--- config.mk ---
export PLATFORM = sky130hd
export DESIGN_NAME = peb_host
export DESIGN_NICKNAME = d
export VERILOG_FILES = /design/src/verilog/peb_pkg.sv /design/src/verilog/peb_host.sv
export SDC_FILE = /design/constraint.sdc
export NUM_CORES = 1
export LEC_CHECK = 0
export ABC_AREA = 1
export BUFFER_PORTS_ARGS = -buffer_cell sky130_fd_sc_hd__buf_2
export CORE_AREA = 5 5 121 123
export CTS_BUF_LIST = sky130_fd_sc_hd__clkbuf_2 sky130_fd_sc_hd__clkbuf_4 sky130_fd_sc_hd__clkbuf_8
export CTS_CLUSTER_DIAMETER = 200
export CTS_CLUSTER_SIZE = 16
export DETAILED_ROUTE_END_ITERATION = 10
export DIE_AREA = 0 0 126 128
export PLACE_DENSITY = 0.54
export SYNTH_ARGS = -nofsm -noshare
export SYNTH_HDL_FRONTEND = slang
export SYNTH_SLANG_ARGS = --single-unit
--- constraint.sdc ---
create_clock -name clk_in -period 2.67 [get_ports clk_in]
set_input_delay 0.4005 -clock clk_in [delete_from_list [all_inputs] [get_ports clk_in]]
set_output_delay 0.4005 -clock clk_in [all_outputs]
set_load 0.005 [all_outputs]
--- src/verilog/peb_pkg.sv ---
// Package with constants and carrier types for the parallel EEPROM host controller
package peb_pkg;
  // Clock rate in kHz and period in ns
  localparam int CLK_KHZ        = 25000;
  localparam int CLK_NS         = 40;
  // Bus widths
  localparam int ADDR_W         = 13;
  localparam int DATA_W         = 8;
  localparam int PAGE_LSB       = 6;
  localparam int MSB_BIT        = 7;
  localparam int TOG_BIT        = 6;
  // Pin timing in ns, rounded up to whole cycles, access one cycle more
  localparam int WP_NS          = 100;
  localparam int WP_CYC         = (WP_NS + CLK_NS - 1) / CLK_NS;
  localparam int ACC_NS         = 150;
  localparam int ACC_CYC        = (ACC_NS + CLK_NS - 1) / CLK_NS + 1;
  // Byte load window in us, longest time, halved for margin
  localparam int LOADWIN_US     = 150;
  localparam int LOADWIN_CYC    = LOADWIN_US * (CLK_KHZ / 1000) / 2;
  // Internal program time in ms
  localparam int PROG_MS        = 10;
  localparam int PROG_CYC       = PROG_MS * CLK_KHZ;
  // Chip erase pulse and setup/hold
  localparam int ERASE_MS       = 10;
  localparam int ERASE_CYC      = ERASE_MS * CLK_KHZ;
  localparam int SH_US          = 1;
  localparam int SH_CYC         = SH_US * (CLK_KHZ / 1000);
  localparam int CNT_W          = 20;
  localparam logic [CNT_W-1:0] CNT_ONE = 20'h00001;

  // Commands
  typedef enum logic [1:0] {
    PEB_CMD_READ  = 2'h0,
    PEB_CMD_WRITE = 2'h1,
    PEB_CMD_ERASE = 2'h2,
    PEB_CMD_POLL  = 2'h3
  } peb_cmd_t;

  // Host request
  typedef struct packed {
    peb_cmd_t          cmd;
    logic [ADDR_W-1:0] addr;
    logic [DATA_W-1:0] data;
    logic              last;
  } peb_req_t;

  // Pins toward the device
  typedef struct packed {
    logic              chip_select_n;
    logic              output_gate_n;
    logic              output_gate_hv;
    logic              write_strobe_n;
    logic [ADDR_W-1:0] addr;
    logic [DATA_W-1:0] data;
    logic              data_oe;
  } peb_pins_t;
endpackage : peb_pkg
--- src/verilog/peb_host.sv ---
// Host controller that drives the parallel EEPROM through its strobes
`timescale 1ns/100ps
module peb_host
  import peb_pkg::*;
(
  // Clock and reset
  input  wire logic                   clk_in,
  input  wire logic                   nrst_in,
  // Request side
  input  wire peb_pkg::peb_req_t      req_in,
  input  wire logic                   req_valid_in,
  output logic                        req_ready_out,
  output logic [peb_pkg::DATA_W-1:0]  rd_data_out,
  output logic                        rd_valid_out,
  output logic                        busy_out,
  output logic                        page_err_out,
  // Device pins
  output peb_pkg::peb_pins_t          pins_out,
  input  wire logic [peb_pkg::DATA_W-1:0] data_in
);
  import peb_pkg::*;

  // Gray-coded states along the usual path
  typedef enum logic [3:0] {
    S_IDLE  = 4'h0,
    S_SETUP = 4'h1,
    S_STRB  = 4'h3,
    S_REL   = 4'h2,
    S_LOAD  = 4'h6,
    S_PROG  = 4'h7,
    S_POLL  = 4'h5,
    S_PEND  = 4'h4,
    S_ESET  = 4'hC,
    S_EPUL  = 4'hD,
    S_EHLD  = 4'hF
  } peb_state_t;

  // Entire module state
  typedef struct packed {
    peb_state_t          st;
    peb_pins_t           pins;
    logic [CNT_W-1:0]    cnt;
    logic [CNT_W-1:0]    ptmr;
    logic                rd;
    logic [ADDR_W-1:PAGE_LSB] page;
    logic                in_page;
    logic                last;
    logic [DATA_W-1:0]   wbyte;
    logic [DATA_W-1:0]   rdat;
    logic                rvld;
    logic                perr;
    logic                busy;     // Access, programming or erase running
    logic                rdy;      // Request may be taken
  } peb_reg_t;

  peb_reg_t r;       // Registered state
  peb_reg_t next_r;  // Next state

  // Idle pin values: deselected, outputs off, host not driving
  localparam peb_pins_t PINS_IDLE = '{chip_select_n: 1'b1, output_gate_n: 1'b1, output_gate_hv: 1'b0,
                                      write_strobe_n: 1'b1, addr: '0, data: '0, data_oe: 1'b0};

  // Next-state logic
  always_comb begin
    next_r = r;
    next_r.rvld = 1'b0;
    next_r.perr = 1'b0;
    if (r.cnt != '0) begin
      next_r.cnt = r.cnt - CNT_ONE;
    end
    // Program timer for the fallback wait
    if (r.ptmr != '0) begin
      next_r.ptmr = r.ptmr - CNT_ONE;
    end
    case (r.st)
      S_IDLE, S_LOAD: begin
        // Page load times out: device starts programming on its own
        if (r.st == S_LOAD && r.cnt == '0) begin
          next_r.st = S_PROG;
          next_r.ptmr = CNT_W'(PROG_CYC);
          next_r.in_page = 1'b0;
        end else if (req_valid_in) begin
          next_r.pins.addr = req_in.addr;
          next_r.last = req_in.last;
          next_r.pins.chip_select_n = 1'b0;
          case (req_in.cmd)
            PEB_CMD_WRITE: begin
              // Refuse a byte from another page; the load stays open
              if (r.in_page && req_in.addr[ADDR_W-1:PAGE_LSB] != r.page) begin
                next_r.perr = 1'b1;
                next_r.pins = PINS_IDLE;
                next_r.pins.addr = r.pins.addr; // Keep last byte address for polling
              end else begin
                // Drive data, keep OE high for the whole write
                next_r.pins.output_gate_n = 1'b1;
                next_r.pins.data = req_in.data;
                next_r.pins.data_oe = 1'b1;
                next_r.page = req_in.addr[ADDR_W-1:PAGE_LSB];
                next_r.in_page = 1'b1;
                next_r.wbyte = req_in.data;
                next_r.st = S_SETUP;
              end
            end
            PEB_CMD_ERASE: begin
              // Erase: select, high voltage on OE, setup delay
              next_r.pins.output_gate_hv = 1'b1;
              next_r.pins.data_oe = 1'b0;
              next_r.cnt = CNT_W'(SH_CYC);
              next_r.st = S_ESET;
            end
            default: begin
              // Read or poll: host floats data, OE low, WE high
              next_r.pins.output_gate_n = 1'b0;
              next_r.pins.data_oe = 1'b0;
              next_r.rd = 1'b1;
              next_r.cnt = CNT_W'(ACC_CYC);
              next_r.st = (req_in.cmd == PEB_CMD_POLL) ? S_POLL : S_STRB;
            end
          endcase
        end
      end
      S_SETUP: begin
        // Address set up; drop WE, device takes address on this fall
        next_r.pins.write_strobe_n = 1'b0;
        next_r.cnt = CNT_W'(WP_CYC);
        next_r.st = S_STRB;
      end
      S_STRB: begin
        if (r.cnt == '0) begin
          if (r.rd) begin
            next_r.rdat = data_in;
            next_r.rvld = 1'b1;
            next_r.rd = 1'b0;
            next_r.pins = PINS_IDLE;
            next_r.st = S_IDLE;
          end else begin
            // Raise WE first; data latched on this rise, held a cycle
            next_r.pins.write_strobe_n = 1'b1;
            next_r.st = S_REL;
          end
        end
      end
      S_REL: begin
        next_r.pins = PINS_IDLE;
        // Address kept so polling reads the last byte written
        next_r.pins.addr = r.pins.addr;
        next_r.cnt = CNT_W'(LOADWIN_CYC);
        next_r.st = r.last ? S_PROG : S_LOAD;
        if (r.last) begin
          next_r.ptmr = CNT_W'(PROG_CYC);
          next_r.in_page = 1'b0;
        end
      end
      S_PROG: begin
        // Poll the last written byte until programming ends
        next_r.pins.addr = {r.page, r.pins.addr[PAGE_LSB-1:0]};
        next_r.pins.chip_select_n = 1'b0;
        next_r.pins.output_gate_n = 1'b0;
        next_r.cnt = CNT_W'(ACC_CYC);
        next_r.st = S_POLL;
      end
      S_POLL: begin
        if (r.cnt == '0) begin
          next_r.pins = PINS_IDLE;
          next_r.pins.addr = r.pins.addr;
          // Done when true bit 7 returns or the program time ran out; a poll request ends after one read
          if (r.rd || data_in[MSB_BIT] == r.wbyte[MSB_BIT] || r.ptmr == '0) begin
            next_r.st = S_PEND;
            if (r.rd) begin
              // Poll request hands back the byte it read
              next_r.rdat = data_in;
              next_r.rvld = 1'b1;
              next_r.rd = 1'b0;
            end
          end else begin
            next_r.st = S_PROG;
          end
        end
      end
      S_PEND: begin
        // One idle cycle to let outputs float; floating lines never reach read data
        next_r.pins = PINS_IDLE;
        next_r.st = S_IDLE;
      end
      S_ESET: begin
        if (r.cnt == '0) begin
          next_r.pins.write_strobe_n = 1'b0;
          next_r.cnt = CNT_W'(ERASE_CYC);
          next_r.st = S_EPUL;
        end
      end
      S_EPUL: begin
        if (r.cnt == '0) begin
          next_r.pins.write_strobe_n = 1'b1;
          next_r.cnt = CNT_W'(SH_CYC);
          next_r.st = S_EHLD;
        end
      end
      S_EHLD: begin
        if (r.cnt == '0) begin
          next_r.pins = PINS_IDLE;
          next_r.st = S_IDLE;
        end
      end
      default: begin
        next_r.pins = PINS_IDLE;
        next_r.st = S_IDLE;
      end
    endcase
    // Busy and ready registered so the outputs come from flip-flops
    next_r.busy = (next_r.st != S_IDLE) && (next_r.st != S_LOAD);
    next_r.rdy = !next_r.busy;
  end

  // State register, synchronous reset
  always_ff @(posedge clk_in) begin
    if (!nrst_in) begin
      r <= '{st: S_IDLE, pins: PINS_IDLE, rdy: 1'b1, default: '0};
    end else begin
      r <= next_r;
    end
  end

  // Outputs straight from the state register
  assign pins_out      = r.pins;
  assign rd_data_out   = r.rdat;
  assign rd_valid_out  = r.rvld;
  assign page_err_out  = r.perr;
  assign busy_out      = r.busy;
  assign req_ready_out = r.rdy;

  // Host never drives data while the device may drive it
  AST_NO_CONTENTION: assert property (@(posedge clk_in) disable iff (!nrst_in)
    (!r.pins.output_gate_n && !r.pins.chip_select_n) |-> !r.pins.data_oe)
    else $error("data driven during read");
  // A write strobe only with OE high and CE low
  AST_WRITE_QUAL: assert property (@(posedge clk_in) disable iff (!nrst_in)
    !r.pins.write_strobe_n |-> (r.pins.output_gate_n && !r.pins.chip_select_n))
    else $error("write strobe outside write mode");
  // OE stays high for three cycles from the fall of a page-write strobe
  AST_OE_HIGH_WRITE: assert property (@(posedge clk_in) disable iff (!nrst_in)
    $fell(r.pins.write_strobe_n) && !r.pins.output_gate_hv |-> r.pins.output_gate_n [*3])
    else $error("output gate low during page write");
  // Write pulse lasts at least its minimum width
  AST_WP_WIDTH: assert property (@(posedge clk_in) disable iff (!nrst_in)
    $fell(r.pins.write_strobe_n) |-> !r.pins.write_strobe_n [*3])
    else $error("write pulse too short");
  // Data holds one cycle past the rising strobe
  AST_DATA_HOLD: assert property (@(posedge clk_in) disable iff (!nrst_in)
    $rose(r.pins.write_strobe_n) && !r.pins.output_gate_hv |-> r.pins.data_oe && $stable(r.pins.data))
    else $error("data not held after strobe");
  // A byte for another page is refused while loading; the load stays open
  AST_PAGE_KEEP: assert property (@(posedge clk_in) disable iff (!nrst_in)
    (r.st == S_LOAD && r.cnt != '0 && req_valid_in && req_in.cmd == PEB_CMD_WRITE &&
     req_in.addr[ADDR_W-1:PAGE_LSB] != r.page) |=> (r.perr && r.pins.chip_select_n && r.st == S_LOAD))
    else $error("page address changed");
  // Load window expiry leads to programming
  AST_LOAD_WIN: assert property (@(posedge clk_in) disable iff (!nrst_in)
    (r.st == S_LOAD && r.cnt == '0) |=> (r.st == S_PROG))
    else $error("load window not honoured");
  // Erase keeps data floating with high voltage on OE
  AST_ERASE: assert property (@(posedge clk_in) disable iff (!nrst_in)
    (r.st == S_EPUL) |-> (r.pins.output_gate_hv && !r.pins.chip_select_n && !r.pins.data_oe))
    else $error("erase pins wrong");
  // No new request accepted while programming
  AST_BUSY: assert property (@(posedge clk_in) disable iff (!nrst_in)
    (r.st == S_PROG || r.st == S_POLL) |-> (!req_ready_out && busy_out))
    else $error("ready while programming");
endmodule : peb_host

==> results.tsv <==
metric	value	unit
floorplan.rows	43	
cts_resized	0	
clockBufferDepth	2	
clkSinkCount	93	
antennaDiodeCount	0	
cp-startpoint	r[30]	
antenna_found_initial	0	
dp_hpwl	10500	um
grt_pass1_wl	22700	um
layout_common_cells	142 x nand2_1, 124 x nor2_1, 93 x dfxtp_1, 84 x inv_1, 72 x buf_2	
cts_setup_buffers	0	
ys.flop_type	dfxtp_1	
rrSetupSlack	420	ps
postSynthCellCount	761	
drive_gt1_share	17.9	%
start_util	38.5	%
max-vdd-ir-drop	326	uV
viasPerCell	4.85	
synth_edf_count	0	
cap_violations	0	
hold_class	primary input to flip-flop	
overflow	0	
syn-mean-instance-area	6.87	um^2
relSlewSlack	67.1	%
wl_per_cell	13.8	um
timing.final.max_slew_violations	0	
wirelength	13700	um
fin_nets	846	
worstSetupPathType	flip-flop to flip-flop	
async_flop_share	0	%
max_freq	0.444	GHz
endpoint	req_ready_out	
crit_path_start_kind	flip-flop	
ys_seq_area_share	35.6	%
die_area	0.0161	mm^2
pwr-share-clk	14.6	%
cts_buffers	9	
ys_seq_elements	93	
via_count	4792	
synth_area	0.00523	mm^2
die_h	128	um
rsz0062_at_grt	no	
crit_fanout	7	
dieWidth	126	um
finalCriticalPeriod	2250	ps
grt_pass1_vias	4755	
clock-root-buffer	clkbuf_8	
drt_iter0_markers	417	
fin_crit_sh	84.4	%
p_switching	3.17	mW
core	0.0136	mm^2
reg2regPathDepth	13	
nFillCells	1424	
p_comb_share	54.8	%
postCtsHoldBufs	0	
status	finished, final reports clean	
io_buffers	72	
worstMarginPinSlew	490	ps
ant_nets	0	
rr_endpoint	req_ready_out	
swShare	47.8	%
setup_viol	0	
drt_first_pass_iters	5	
required	2930	ps
htree_num_levels	3	
endpoint_kind	flip-flop	
power_density	1150	mW/mm^2
final_cell_area	0.00573	mm^2
setup_tns	0	ps
areaGrowthSynthToFinish	9.72	%
hold_violations	0	
mostFrequentLayoutCell	nand2_1	
cts_tree	built	
seqPwrFrac	30.6	%
clock_skew	11.5	ps
clk_latency	380	ps
ios	73	
synth_cell_types	42	
arrival	2510	ps
gp_congestion	0.935	
place_area	0.00554	mm^2
grt_max_degree	36	
crit-reg2reg-launch	r[30]	
drc	0	
synth_warnings	0	
p_int	3.45	mW
synthesis.nets	804	
track_usage	17.2	%
path_clk_slew	100	ps
leakage	2.85	nW
state kept, by name (all words and copies together), names as in the netlist:
signal	flops
r	55
pins_out	26
rd_data_out	8
busy_out	1
page_err_out	1
rd_valid_out	1
req_ready_out	1
per-stage QoR:
step / worst slack (ps) / hold WS [ps] / std cells / util, % / power, mW
2_1_floorplan: 784 / 430 / 761 / - / 4.89
3_3_place_gp: 425 / 447 / 972 / 40.8 / 5.67
3_5_place_dp: 442 / 456 / 972 / 40.8 / 5.65
4_1_cts: 414 / 230 / 988 / 42.3 / 6.65
5_1_grt: 231 / 243 / 988 / 42.3 / 7.25
6_report: 417 / 249 / 988 / 42.3 / 6.62
critical path, stage by stage (launching register included):
cell     delay, ps
dfxtp_1        330
inv_1          130
ha_1           250
nand2_1         80
nor2_1         240
nand3_1        290
nand3_1        180
nand3_1        140
a21oi_1        150
nand2_1        100
inv_2           80
nor2_1          40
nand3_1         60
nand3_1         60
routing by layer:
layer	track usage [%]	part of all wire [%]
met3	2.88	4.1
met4	7.76	2.4
met1	23.2	49
met2	27.2	45
met5	0	0
cells by family after synthesis:
group                      Yosys count  synth area share, %
and+or+nand+nor                    366                 31.9
AOI/OAI and AO/OA                  117                 12.3
buffers and inverters              148                 13.4
adders and majority gates            8                 1.92
DFF                                 93                 35.6
xor gates and xnor gates            29                 4.86
synthesized netlist by cell type (4+ instances only):
| cell type | instances | area share [%] |
|---|---|---|
| inv_2 | 16 | 1.1 |
| a31oi_1 | 4 | 0.48 |
| dfxtp_1 | 93 | 36 |
| o21ai_1 | 11 | 1.1 |
| nor2_1 | 124 | 8.9 |
| o22ai_1 | 7 | 0.84 |
| a21oi_1 | 45 | 4.3 |
| nand2_4 | 6 | 1.3 |
| nor2_2 | 11 | 1.3 |
| nor3_1 | 18 | 1.7 |
| nand3_1 | 34 | 3.3 |
| inv_1 | 84 | 6.0 |
| ha_1 | 8 | 1.9 |
| buf_4 | 35 | 5.0 |
| nor4_1 | 4 | 0.48 |
| xnor2_1 | 11 | 1.8 |
| nor2_4 | 5 | 1.1 |
| o211ai_1 | 4 | 0.57 |
| xor2_1 | 18 | 3.0 |
| nand4_1 | 9 | 1.1 |
| nand2_2 | 4 | 0.48 |
| nand2_1 | 142 | 10 |
| o21ai_0 | 37 | 3.5 |
| clkbuf_1 | 7 | 0.50 |
power by group through the flow:
stage	sequential (mW)	clock (mW)	combinational (mW)
floorplan	1.98	0	2.91
global placement	2.04	0	3.62
detailed placement	2.05	0	3.60
CTS	2.02	1.01	3.62
global route	2.08	1.07	4.11
finish	2.03	0.964	3.63
how the worst min path moves through the flow:
stage                            start        endpoint  slack, ps  cells after the start
after floorplan                  r[20]           r[20]        430                      2
after detailed placement  pins_out[10]    pins_out[10]        460                      2
after global placement    pins_out[10]    pins_out[10]        450                      2
final                       data_in[0]  rd_data_out[0]        250                      3
after global routing        data_in[4]  rd_data_out[4]        240                      3
after CTS                   data_in[0]  rd_data_out[0]        230                      3
layout make-up:
class | count | area (um^2) | share of cell area (%)
Multi-Input combinational cell | 520 | 2670 | 46.5
Sequential cell | 93 | 1860 | 32.5
Timing Repair Buffer | 77 | 398 | 6.94
Inverter | 102 | 387 | 6.74
Tap cell | 180 | 225 | 3.93
Clock buffer | 9 | 124 | 2.16
Clock inverter | 7 | 73.8 | 1.29
Power figures use the tool's default switching activity.
